**config.mk**
```make
export PLATFORM = sky130hd
export DESIGN_NAME = flash_host_ctrl
export DESIGN_NICKNAME = d
export VERILOG_FILES = /design/src/design/flash_host_pkg.sv /design/src/design/flash_host_ctrl.sv
export SDC_FILE = /design/constraint.sdc
export NUM_CORES = 1
export LEC_CHECK = 0
export ABC_AREA = 0
export BUFFER_PORTS_ARGS = -buffer_cell sky130_fd_sc_hd__buf_2
export CAP_MARGIN = 10
export CORE_ASPECT_RATIO = 1.75
export CORE_UTILIZATION = 59
export CTS_CLUSTER_DIAMETER = 100
export DETAILED_ROUTE_END_ITERATION = 10
export PLACE_DENSITY = 0.85
export SLEW_MARGIN = 10
export SYNTH_ARGS = -nofsm -noshare
export SYNTH_HDL_FRONTEND = slang
export SYNTH_SLANG_ARGS = --single-unit
```
**constraint.sdc**
```tcl
create_clock -name core_clk_i -period 4.4 [get_ports core_clk_i]
set_input_delay 0.22 -clock core_clk_i [delete_from_list [all_inputs] [get_ports core_clk_i]]
set_output_delay 0.22 -clock core_clk_i [all_outputs]
set_load 0.01 [all_outputs]
```
**src/design/flash_host_pkg.sv**
```systemverilog
// Package holding the flash host controller constants, types and register map.
package flash_host_pkg;
   // Bus widths of the flash device
   localparam int ADDR_W = 21;
   localparam int DATA_W = 8;
   // Command cycle addresses, only the low eleven bits matter
   localparam logic [10:0] UNLOCK_ADDR_1 = 11'h555;
   localparam logic [10:0] UNLOCK_ADDR_2 = 11'h2AA;
   // Command data codes
   localparam logic [7:0] CODE_UNLOCK_1 = 8'hAA;
   localparam logic [7:0] CODE_UNLOCK_2 = 8'h55;
   localparam logic [7:0] CODE_RESET = 8'hF0;
   localparam logic [7:0] CODE_AUTOSEL = 8'h90;
   localparam logic [7:0] CODE_PROGRAM = 8'hA0;
   localparam logic [7:0] CODE_BYPASS = 8'h20;
   localparam logic [7:0] CODE_BYPASS_EXIT = 8'h00;
   localparam logic [7:0] CODE_ERASE_SETUP = 8'h80;
   localparam logic [7:0] CODE_CHIP_ERASE = 8'h10;
   localparam logic [7:0] CODE_BLOCK_ERASE = 8'h30;
   localparam logic [7:0] CODE_SUSPEND = 8'hB0;
   localparam logic [7:0] CODE_RESUME = 8'h30;
   // Status bit positions on the data lines
   localparam int POLL_BIT = 7;
   localparam int TOGGLE_BIT = 6;
   localparam int ERROR_BIT = 5;
   localparam int ETIMER_BIT = 3;
   // Bus cycle timing: cycles of 100 ns for each phase of a pin cycle
   localparam int CLK_NS = 100;
   localparam int PHASE_NS = 100;
   localparam int PHASE_CYC = (PHASE_NS + CLK_NS - 1) / CLK_NS;
   // Software register offsets (word index)
   localparam logic [3:0] REG_CMD = 4'h0;
   localparam logic [3:0] REG_ADDR = 4'h1;
   localparam logic [3:0] REG_DATA = 4'h2;
   localparam logic [3:0] REG_STATUS = 4'h3;
   localparam logic [3:0] REG_RDATA = 4'h4;
   // Operation codes written to the command register
   typedef enum logic [3:0] {
      OP_NONE = 4'h0, OP_RESET = 4'h1, OP_AUTOSEL = 4'h2, OP_PROGRAM = 4'h3,
      OP_BYPASS = 4'h4, OP_BYP_PROG = 4'h5, OP_BYP_EXIT = 4'h6,
      OP_CHIP_ERASE = 4'h7, OP_BLK_ERASE = 4'h8, OP_BLK_ADD = 4'h9,
      OP_SUSPEND = 4'hA, OP_RESUME = 4'hB, OP_READ = 4'hC, OP_RESET3 = 4'hD
   } op_e;
   // Pin bundle driven toward the flash
   typedef struct packed {
      logic ce_n;
      logic oe_n;
      logic we_n;
      logic [ADDR_W-1:0] addr;
      logic [DATA_W-1:0] dq_out;
      logic dq_oe;
   } flash_pins_s;
endpackage : flash_host_pkg

```
**src/design/flash_host_ctrl.sv**
```systemverilog
// Host controller that issues command sequences to a parallel flash device.
`timescale 1ns/1ps
module flash_host_ctrl #(
   parameter int SEQ_MAX = 6 // Longest command sequence in writes
) (
   input wire logic core_clk_i, // 10 MHz clock
   input wire logic rst_n_i, // Asynchronous reset, active low
   input wire logic [3:0] reg_addr_i, // Register index
   input wire logic [31:0] reg_wdata_i, // Register write data
   input wire logic reg_wr_i, // Write strobe
   input wire logic reg_rd_i, // Read strobe
   output logic [31:0] reg_rdata_o, // Read data, one cycle later
   output logic flash_ce_n_o, // Chip enable, active low
   output logic flash_oe_n_o, // Output enable, active low
   output logic flash_we_n_o, // Write enable, active low
   output logic [flash_host_pkg::ADDR_W-1:0] flash_addr_o, // Address pins
   output logic [flash_host_pkg::DATA_W-1:0] flash_dq_o, // Data pins driven
   output logic flash_dq_oe_o, // High while the host drives data
   input wire logic [flash_host_pkg::DATA_W-1:0] flash_dq_i // Data pins sampled
);
   // Bus cycle sequencer states
   typedef enum logic [4:0] {
      ST_IDLE = 5'b00001, ST_SETUP = 5'b00010, ST_STROBE = 5'b00100,
      ST_HOLD = 5'b01000, ST_NEXT = 5'b10000
   } bus_state_e;

   // Strobe phase reload; the counter runs down to zero inside ST_STROBE
   localparam logic [$clog2(flash_host_pkg::PHASE_CYC+1)-1:0] PHASE_LOAD =
      ($clog2(flash_host_pkg::PHASE_CYC+1))'(flash_host_pkg::PHASE_CYC - 1);

   bus_state_e state_ff; // Sequencer state
   bus_state_e nxt_state; // Next sequencer state
   logic [flash_host_pkg::ADDR_W-1:0] tgt_addr_ff; // Target address register
   logic [flash_host_pkg::DATA_W-1:0] tgt_data_ff; // Target value register
   logic [3:0] op_ff; // Operation being run
   logic [2:0] step_ff; // Write index inside the sequence
   logic [2:0] len_ff; // Number of cycles in the sequence
   logic is_read_ff; // Current cycle is a bus read
   logic [7:0] rdata_ff; // Last data read from the device
   logic prev_toggle_ff; // Toggle bit of the previous status read
   logic toggled_ff; // Toggle bit changed between two reads
   logic poll_done_ff; // Operation seen finished by polling
   logic err_ff; // Error bit seen while polling
   logic bypass_ff; // Device believed to be in bypass mode
   logic suspended_ff; // Device believed to hold a suspended erase
   logic busy_ff; // Controller running a sequence
   logic [$clog2(flash_host_pkg::PHASE_CYC+1)-1:0] phase_ff; // Phase counter
   flash_host_pkg::flash_pins_s pins_ff; // Registered pin bundle
   logic [31:0] rdata_bus_ff; // Register read data
   logic [10:0] cyc_addr; // Low address for the current write
   logic [7:0] cyc_data; // Data for the current write
   logic cyc_tgt; // Current write uses the target address
   logic [2:0] nxt_len; // Length for a newly accepted operation
   logic accept; // A new operation is accepted

   // Sequence length per operation
   always_comb begin
      unique case (reg_wdata_i[3:0])
         flash_host_pkg::OP_RESET, flash_host_pkg::OP_SUSPEND,
         flash_host_pkg::OP_RESUME, flash_host_pkg::OP_BLK_ADD,
         flash_host_pkg::OP_READ: nxt_len = 3'd1;
         flash_host_pkg::OP_BYP_PROG, flash_host_pkg::OP_BYP_EXIT: nxt_len = 3'd2;
         flash_host_pkg::OP_AUTOSEL, flash_host_pkg::OP_BYPASS,
         flash_host_pkg::OP_RESET3: nxt_len = 3'd3;
         flash_host_pkg::OP_PROGRAM: nxt_len = 3'd4;
         flash_host_pkg::OP_CHIP_ERASE, flash_host_pkg::OP_BLK_ERASE: nxt_len = 3'd6;
         default: nxt_len = 3'd0;
      endcase
   end

   assign accept = reg_wr_i && (reg_addr_i == flash_host_pkg::REG_CMD) && !busy_ff &&
      (nxt_len != 3'd0);

   // Address and data of each write in a sequence
   always_comb begin
      cyc_addr = flash_host_pkg::UNLOCK_ADDR_1;
      cyc_data = flash_host_pkg::CODE_UNLOCK_1;
      cyc_tgt = 1'b0;
      unique case (op_ff)
         flash_host_pkg::OP_RESET: cyc_data = flash_host_pkg::CODE_RESET;
         flash_host_pkg::OP_SUSPEND: cyc_data = flash_host_pkg::CODE_SUSPEND;
         flash_host_pkg::OP_RESUME: cyc_data = flash_host_pkg::CODE_RESUME;
         flash_host_pkg::OP_BLK_ADD: begin
            cyc_data = flash_host_pkg::CODE_BLOCK_ERASE;
            cyc_tgt = 1'b1;
         end
         flash_host_pkg::OP_BYP_PROG: begin
            cyc_data = (step_ff == 3'd0) ? flash_host_pkg::CODE_PROGRAM : tgt_data_ff;
            cyc_tgt = (step_ff != 3'd0);
         end
         flash_host_pkg::OP_BYP_EXIT: begin
            cyc_data = (step_ff == 3'd0) ? flash_host_pkg::CODE_AUTOSEL :
               flash_host_pkg::CODE_BYPASS_EXIT;
         end
         default: begin
            // Unlock pair, then the command code at the first unlock address
            if (step_ff == 3'd1 || step_ff == 3'd4) begin
               cyc_addr = flash_host_pkg::UNLOCK_ADDR_2;
               cyc_data = flash_host_pkg::CODE_UNLOCK_2;
            end else if (step_ff == 3'd2) begin
               unique case (op_ff)
                  flash_host_pkg::OP_AUTOSEL: cyc_data = flash_host_pkg::CODE_AUTOSEL;
                  flash_host_pkg::OP_PROGRAM: cyc_data = flash_host_pkg::CODE_PROGRAM;
                  flash_host_pkg::OP_BYPASS: cyc_data = flash_host_pkg::CODE_BYPASS;
                  flash_host_pkg::OP_RESET3: cyc_data = flash_host_pkg::CODE_RESET;
                  default: cyc_data = flash_host_pkg::CODE_ERASE_SETUP;
               endcase
            end else if (step_ff == 3'd3 && op_ff == flash_host_pkg::OP_PROGRAM) begin
               cyc_data = tgt_data_ff;
               cyc_tgt = 1'b1;
            end else if (step_ff == 3'd5) begin
               cyc_data = (op_ff == flash_host_pkg::OP_CHIP_ERASE) ?
                  flash_host_pkg::CODE_CHIP_ERASE : flash_host_pkg::CODE_BLOCK_ERASE;
               cyc_tgt = (op_ff == flash_host_pkg::OP_BLK_ERASE);
            end
         end
      endcase
   end

   // Sequencer next state
   // Writes of one sequence follow each other with no idle gap, so the
   // device decoder sees them as one command
   always_comb begin
      nxt_state = state_ff;
      unique case (state_ff)
         ST_IDLE: if (accept) nxt_state = ST_SETUP;
         ST_SETUP: nxt_state = ST_STROBE;
         ST_STROBE: if (phase_ff == '0) nxt_state = ST_HOLD;
         ST_HOLD: nxt_state = ST_NEXT;
         ST_NEXT: nxt_state = (step_ff + 3'd1 >= len_ff) ? ST_IDLE : ST_SETUP;
      endcase
   end

   // State register
   always_ff @(posedge core_clk_i or negedge rst_n_i) begin
      if (!rst_n_i) state_ff <= ST_IDLE;
      else state_ff <= nxt_state;
   end

   // Operation capture and step counting
   // busy_ff drops with the last ST_NEXT edge, so a command written in that
   // same cycle still sees busy and is refused
   always_ff @(posedge core_clk_i or negedge rst_n_i) begin
      if (!rst_n_i) begin
         op_ff <= 4'h0;
         step_ff <= 3'd0;
         len_ff <= 3'd0;
         is_read_ff <= 1'b0;
         busy_ff <= 1'b0;
         phase_ff <= '0;
      end else begin
         if (accept) begin
            op_ff <= reg_wdata_i[3:0];
            len_ff <= nxt_len;
            step_ff <= 3'd0;
            is_read_ff <= (reg_wdata_i[3:0] == flash_host_pkg::OP_READ);
            busy_ff <= 1'b1;
         end else if (state_ff == ST_NEXT) begin
            step_ff <= step_ff + 3'd1;
            if (step_ff + 3'd1 >= len_ff) busy_ff <= 1'b0;
         end
         if (state_ff == ST_SETUP) phase_ff <= PHASE_LOAD;
         else if (state_ff == ST_STROBE && phase_ff != '0) phase_ff <= phase_ff - 1'b1;
      end
   end

   // Target address and value registers
   always_ff @(posedge core_clk_i or negedge rst_n_i) begin
      if (!rst_n_i) begin
         tgt_addr_ff <= '0;
         tgt_data_ff <= '0;
      end else if (reg_wr_i && !busy_ff) begin
         if (reg_addr_i == flash_host_pkg::REG_ADDR)
            tgt_addr_ff <= reg_wdata_i[flash_host_pkg::ADDR_W-1:0];
         if (reg_addr_i == flash_host_pkg::REG_DATA) tgt_data_ff <= reg_wdata_i[7:0];
      end
   end

   // Pin drive: address and data set up, then a strobe phase, then release
   always_ff @(posedge core_clk_i or negedge rst_n_i) begin
      if (!rst_n_i) begin
         pins_ff <= '{ce_n: 1'b1, oe_n: 1'b1, we_n: 1'b1, addr: '0, dq_out: '0, dq_oe: 1'b0};
      end else begin
         unique case (state_ff)
            ST_SETUP: begin
               pins_ff.ce_n <= 1'b0;
               pins_ff.addr <= (cyc_tgt || is_read_ff) ? tgt_addr_ff :
                  {{(flash_host_pkg::ADDR_W-11){1'b0}}, cyc_addr};
               pins_ff.dq_out <= cyc_data;
               pins_ff.dq_oe <= !is_read_ff;
            end
            ST_STROBE: begin
               // Strobe goes low one cycle after entry and stays low through ST_HOLD;
               // the device latches write data as it rises again on entry to ST_NEXT
               pins_ff.we_n <= is_read_ff;
               pins_ff.oe_n <= !is_read_ff;
            end
            ST_HOLD: begin
               pins_ff.we_n <= 1'b1;
               pins_ff.oe_n <= 1'b1;
            end
            ST_NEXT: begin
               pins_ff.ce_n <= 1'b1;
               pins_ff.dq_oe <= 1'b0;
            end
            default: begin
               pins_ff.ce_n <= 1'b1;
               pins_ff.dq_oe <= 1'b0;
            end
         endcase
      end
   end

   // Status polling of read data
   always_ff @(posedge core_clk_i or negedge rst_n_i) begin
      if (!rst_n_i) begin
         rdata_ff <= 8'h00;
         prev_toggle_ff <= 1'b0;
         toggled_ff <= 1'b0;
         poll_done_ff <= 1'b0;
         err_ff <= 1'b0;
      end else if (is_read_ff && state_ff == ST_HOLD) begin
         // Output enable has been low for a full cycle here, so the lines
         // carry the device's answer and not the released level
         rdata_ff <= flash_dq_i;
         prev_toggle_ff <= flash_dq_i[flash_host_pkg::TOGGLE_BIT];
         toggled_ff <= flash_dq_i[flash_host_pkg::TOGGLE_BIT] ^ prev_toggle_ff;
         poll_done_ff <= !(flash_dq_i[flash_host_pkg::TOGGLE_BIT] ^ prev_toggle_ff);
         err_ff <= flash_dq_i[flash_host_pkg::ERROR_BIT];
      end
   end

   // Mode tracking for bypass and suspend
   // A read/reset leaves bypass set, as the device stays in bypass mode too
   always_ff @(posedge core_clk_i or negedge rst_n_i) begin
      if (!rst_n_i) begin
         bypass_ff <= 1'b0;
         suspended_ff <= 1'b0;
      end else if (accept) begin
         unique case (reg_wdata_i[3:0])
            flash_host_pkg::OP_BYPASS: bypass_ff <= 1'b1;
            flash_host_pkg::OP_BYP_EXIT: bypass_ff <= 1'b0;
            flash_host_pkg::OP_SUSPEND: suspended_ff <= 1'b1;
            flash_host_pkg::OP_RESUME: suspended_ff <= 1'b0;
            default: ;
         endcase
      end
   end

   // Register read port
   always_ff @(posedge core_clk_i or negedge rst_n_i) begin
      if (!rst_n_i) rdata_bus_ff <= 32'h0000_0000;
      else if (reg_rd_i) begin
         unique case (reg_addr_i)
            flash_host_pkg::REG_CMD: rdata_bus_ff <= {28'h0, op_ff};
            flash_host_pkg::REG_ADDR: rdata_bus_ff <=
               {{(32-flash_host_pkg::ADDR_W){1'b0}}, tgt_addr_ff};
            flash_host_pkg::REG_DATA: rdata_bus_ff <= {24'h0, tgt_data_ff};
            flash_host_pkg::REG_STATUS: rdata_bus_ff <= {26'h0, suspended_ff, bypass_ff,
               err_ff, toggled_ff, poll_done_ff, busy_ff};
            flash_host_pkg::REG_RDATA: rdata_bus_ff <= {24'h0, rdata_ff};
            default: rdata_bus_ff <= 32'h0000_0000;
         endcase
      end else rdata_bus_ff <= 32'h0000_0000;
   end

   assign reg_rdata_o = rdata_bus_ff;
   assign flash_ce_n_o = pins_ff.ce_n;
   assign flash_oe_n_o = pins_ff.oe_n;
   assign flash_we_n_o = pins_ff.we_n;
   assign flash_addr_o = pins_ff.addr;
   assign flash_dq_o = pins_ff.dq_out;
   assign flash_dq_oe_o = pins_ff.dq_oe;
endmodule : flash_host_ctrl

```
==> flow_metrics.tcl <==
set metrics [dict create \
    status "finished with violations" \
    violations "negative hold slack" \
    drcViolationCount 0 \
    hold_ws_ns -0.00207 \
    layout_worst_path_cycle_share_pct 57.3 \
    hold_viol_final 4 \
    grt_setup_unrepaired "no" \
    std_cell_rows 45 \
    tritoncts.num_buffers 17 \
    cts_root_buffer "sky130_fd_sc_hd__clkbuf_16" \
    dr.pass1.iters 8 \
    synth_top_cell_by_area "sky130_fd_sc_hd__dfrtp_1" \
    postLayoutSetupSlackWorst_ns 1.88 \
    post_cts.repair.setup_buffers 0 \
    synth.area.top_cells "sky130_fd_sc_hd__dfrtp_1 51%, sky130_fd_sc_hd__mux2_2 7.7%, sky130_fd_sc_hd__nand2_1 3.2%, sky130_fd_sc_hd__ha_1 3.0%, sky130_fd_sc_hd__o21ai_0 2.8%" \
    net_count_final 629 \
    fillers 602 \
    maxCapViolCount 0 \
    holdCritPathClass "in -> async" \
    ctsHtreeMaxLevel 4 \
    design.portCount 113 \
    yosys.cell_count.top_type "sky130_fd_sc_hd__dfrtp_1" \
    netlist.area_leader.share_pct 50.7 \
    cts_tree "yes" \
    finalWirelength_um 13400 \
    grt_usage_pct 31.0 \
    routed_via_count_divided_by_cell_count 6.09 \
    timing.setup.tns_ns 0 \
    finalNonFillerCells 698 \
    antenna_violations_before_repair 0 \
    post_cts_hold_buffer_count 0 \
    pre_cts_slack_ns 1.96 \
    vdd.ir_drop.worst_mv 0.528 \
    worst_clock_skew_ns 0.00666 \
    yosys_register_bits 113 \
    vias 4248 \
    ys_seq_area_share_pct 52.6 \
    grt_pass1_vias 4348 \
    max_slew_margin_pct 26.9 \
    worstPathRequired_ns 4.75 \
    die_x_um 74.2 \
    worst_slew_pin_slew_ns 1.10 \
    first_pass_grt_wire_length_um 21400 \
    antenna_left 0 \
    critPathKind "reg -> reg" \
    area.growth.synth_to_final_pct 19.5 \
    final_layout_size_suffix_gt1_share_pct 32.7 \
    cellPowerDensity_nw_per_um2 749 \
    cts.sink_count 113 \
    pin_count_of_the_biggest_net_entering_global_routing 92 \
    netlist_instances 480 \
    cp_slowest_stage_delay_ns 0.67 \
    timing.critical_path.fanout_max 22 \
    clock_pin_slew_of_the_registers_on_the_worst_case_setup_and_hold_paths_ns 0.05 \
    yosys-top-cells-count "109 x sky130_fd_sc_hd__dfrtp_1, 46 x sky130_fd_sc_hd__nand2_1, 37 x sky130_fd_sc_hd__mux2_2, 30 x sky130_fd_sc_hd__o21ai_0, 27 x sky130_fd_sc_hd__nor2_1" \
    synth-edff-count 0 \
    syn_area_um2 5380 \
    routedWlPerCell_um 19.3 \
    n_antenna_cell 0 \
    power.static_leakage_nw 3.09 \
    final_count_of_negative_setup_slack_endpoints 0 \
    synth.distinct_cells 66 \
    die-area_um2 9520 \
    cp_cell_sequence "nand2b_1 > nor2_1 > nand2_1 > nor4_4 > a221o_1" \
    grt.overflow.total 0 \
    clk_path_buf_depth 2 \
    insertion_delay_ns 0.42 \
    timing.final.max_slew_violations 0 \
    crit_path_top_delay_cell "sky130_fd_sc_hd__nor4_4" \
    placed_cells 666 \
    syn_area_per_cell_um2 11.2 \
    die-height_um 128 \
    worst_setup_path_end_kind "register" \
    critPathArrivalTime_ns 2.87 \
    ff2ff_setup_slack_ns 1.88 \
    dominantRegCellSynth "sky130_fd_sc_hd__dfrtp_1" \
    gpl.final_weighted_congestion 0.902 \
    placeableCoreArea_um2 8780 \
    initial_utilization_pct 61.3 \
    timing.fmax_ghz 0.397 \
    port-buffer-count 90 \
    ctsResizeCount 0 \
    final_period_minus_worst_setup_slack_ns 2.52 \
    yosys_warnings 0 \
    detailed_place_hpwl_um 9240 \
    setup.worst_path.start_class "register" \
    postSynth.asyncResetShare_pct 100 \
    drt_iter0_drc 289 \
]
through the flow:
step,power [mW],util [%],cell area (µm²)
global placement,3.34,66.6,5850
floorplan,2.89,-,5420
global route,5.09,73.2,6430
CTS,4.80,73.2,6430
finish,4.82,73.2,6430
detailed placement,3.42,66.6,5850
per-layer routing:
| metal | vias to the layer above | GRT usage (%) | share of wire, % |
|---|---|---|---|
| met1 | 2093 | 32.8 | 36 |
| met2 | 201 | 50.7 | 52 |
| met3 | 57 | 9.24 | 5.9 |
| met5 | - | 0 | 0 |
| met4 | 0 | 23.0 | 5.9 |
| li1 | 1897 | - | - |
power by group:
group | leakage [nW] | switching, mW | internal [mW]
Sequential | 1.43 | 0.387 | 1.43
Clock | 0.286 | 0.461 | 0.871
Combinational | 1.37 | 0.945 | 0.724
final timing paths:
check,startpoint,endpoint,depth (start not counted)
worst max register to register,state_ff[2],flash_addr_o[6],5
min in group core_clk_i,flash_dq_i[1],rdata_ff[1],2
worst max-delay path,state_ff[2],flash_addr_o[6],5
max in group asynchronous,rst_n_i,flash_ce_n_o,2
worst min-delay path,rst_n_i,flash_dq_o[7],1
worst min register to register,phase_ff,state_ff[3],1
registers in the layout (all words and copies together), names as in the netlist, 3 cells and up:
name          count
flash_addr_o     21
state_ff          5
flash_dq_o        8
len_ff            3
step_ff           3
tgt_addr_ff      21
op_ff             4
tgt_data_ff       8
rdata_ff          8
reg_rdata_o      21
layout make-up:
type,instances,area [µm²],area share [%]
flip-flops and latches,113,2830,44.1
multi-input cells,326,2320,36.2
repair buffers,94,483,7.51
clock buffers,22,474,7.37
well taps,117,146,2.28
clock inverters,10,109,1.69
inverters,16,60.1,0.934
cell usage in the layout, fill, tap and decap left out, types with 4 or more instances in the layout:
| cell type | instances |
|---|---|
| sky130_fd_sc_hd__nor3_1 | 7 |
| sky130_fd_sc_hd__nand2_1 | 46 |
| sky130_fd_sc_hd__mux2_2 | 37 |
| sky130_fd_sc_hd__ha_1 | 13 |
| sky130_fd_sc_hd__nand2b_1 | 8 |
| sky130_fd_sc_hd__dfstp_2 | 4 |
| sky130_fd_sc_hd__inv_1 | 14 |
| sky130_fd_sc_hd__nor2b_1 | 9 |
| sky130_fd_sc_hd__nand3b_1 | 4 |
| sky130_fd_sc_hd__conb_1 | 11 |
| sky130_fd_sc_hd__dfrtp_1 | 109 |
| sky130_fd_sc_hd__clkinv_2 | 5 |
| sky130_fd_sc_hd__a22oi_1 | 6 |
| sky130_fd_sc_hd__a222oi_1 | 8 |
| sky130_fd_sc_hd__buf_2 | 89 |
| sky130_fd_sc_hd__buf_4 | 5 |
| sky130_fd_sc_hd__a31oi_1 | 9 |
| sky130_fd_sc_hd__o21ai_0 | 30 |
| sky130_fd_sc_hd__clkbuf_16 | 17 |
| sky130_fd_sc_hd__nor2_1 | 27 |
| sky130_fd_sc_hd__a21oi_1 | 26 |
| sky130_fd_sc_hd__a221o_1 | 6 |
| sky130_fd_sc_hd__and3_1 | 15 |
cell families after synthesis:
group	synth area share, %
xor+xnor	0.488
other cells	0.0697
flops	52.6
buf+inv	4.86
simple gates	14.8
mux	8.60
fa+ha+maj	3.02
compound gates	15.5
critical path: cells and delay by family (launching register included):
| kind | cells | cell delay [ns] |
|---|---|---|
| compound gates | 1 | 0.19 |
| simple gates | 4 | 1.77 |
| flops | 1 | 0.49 |
Note: power is estimated with default switching activity, not from simulation.
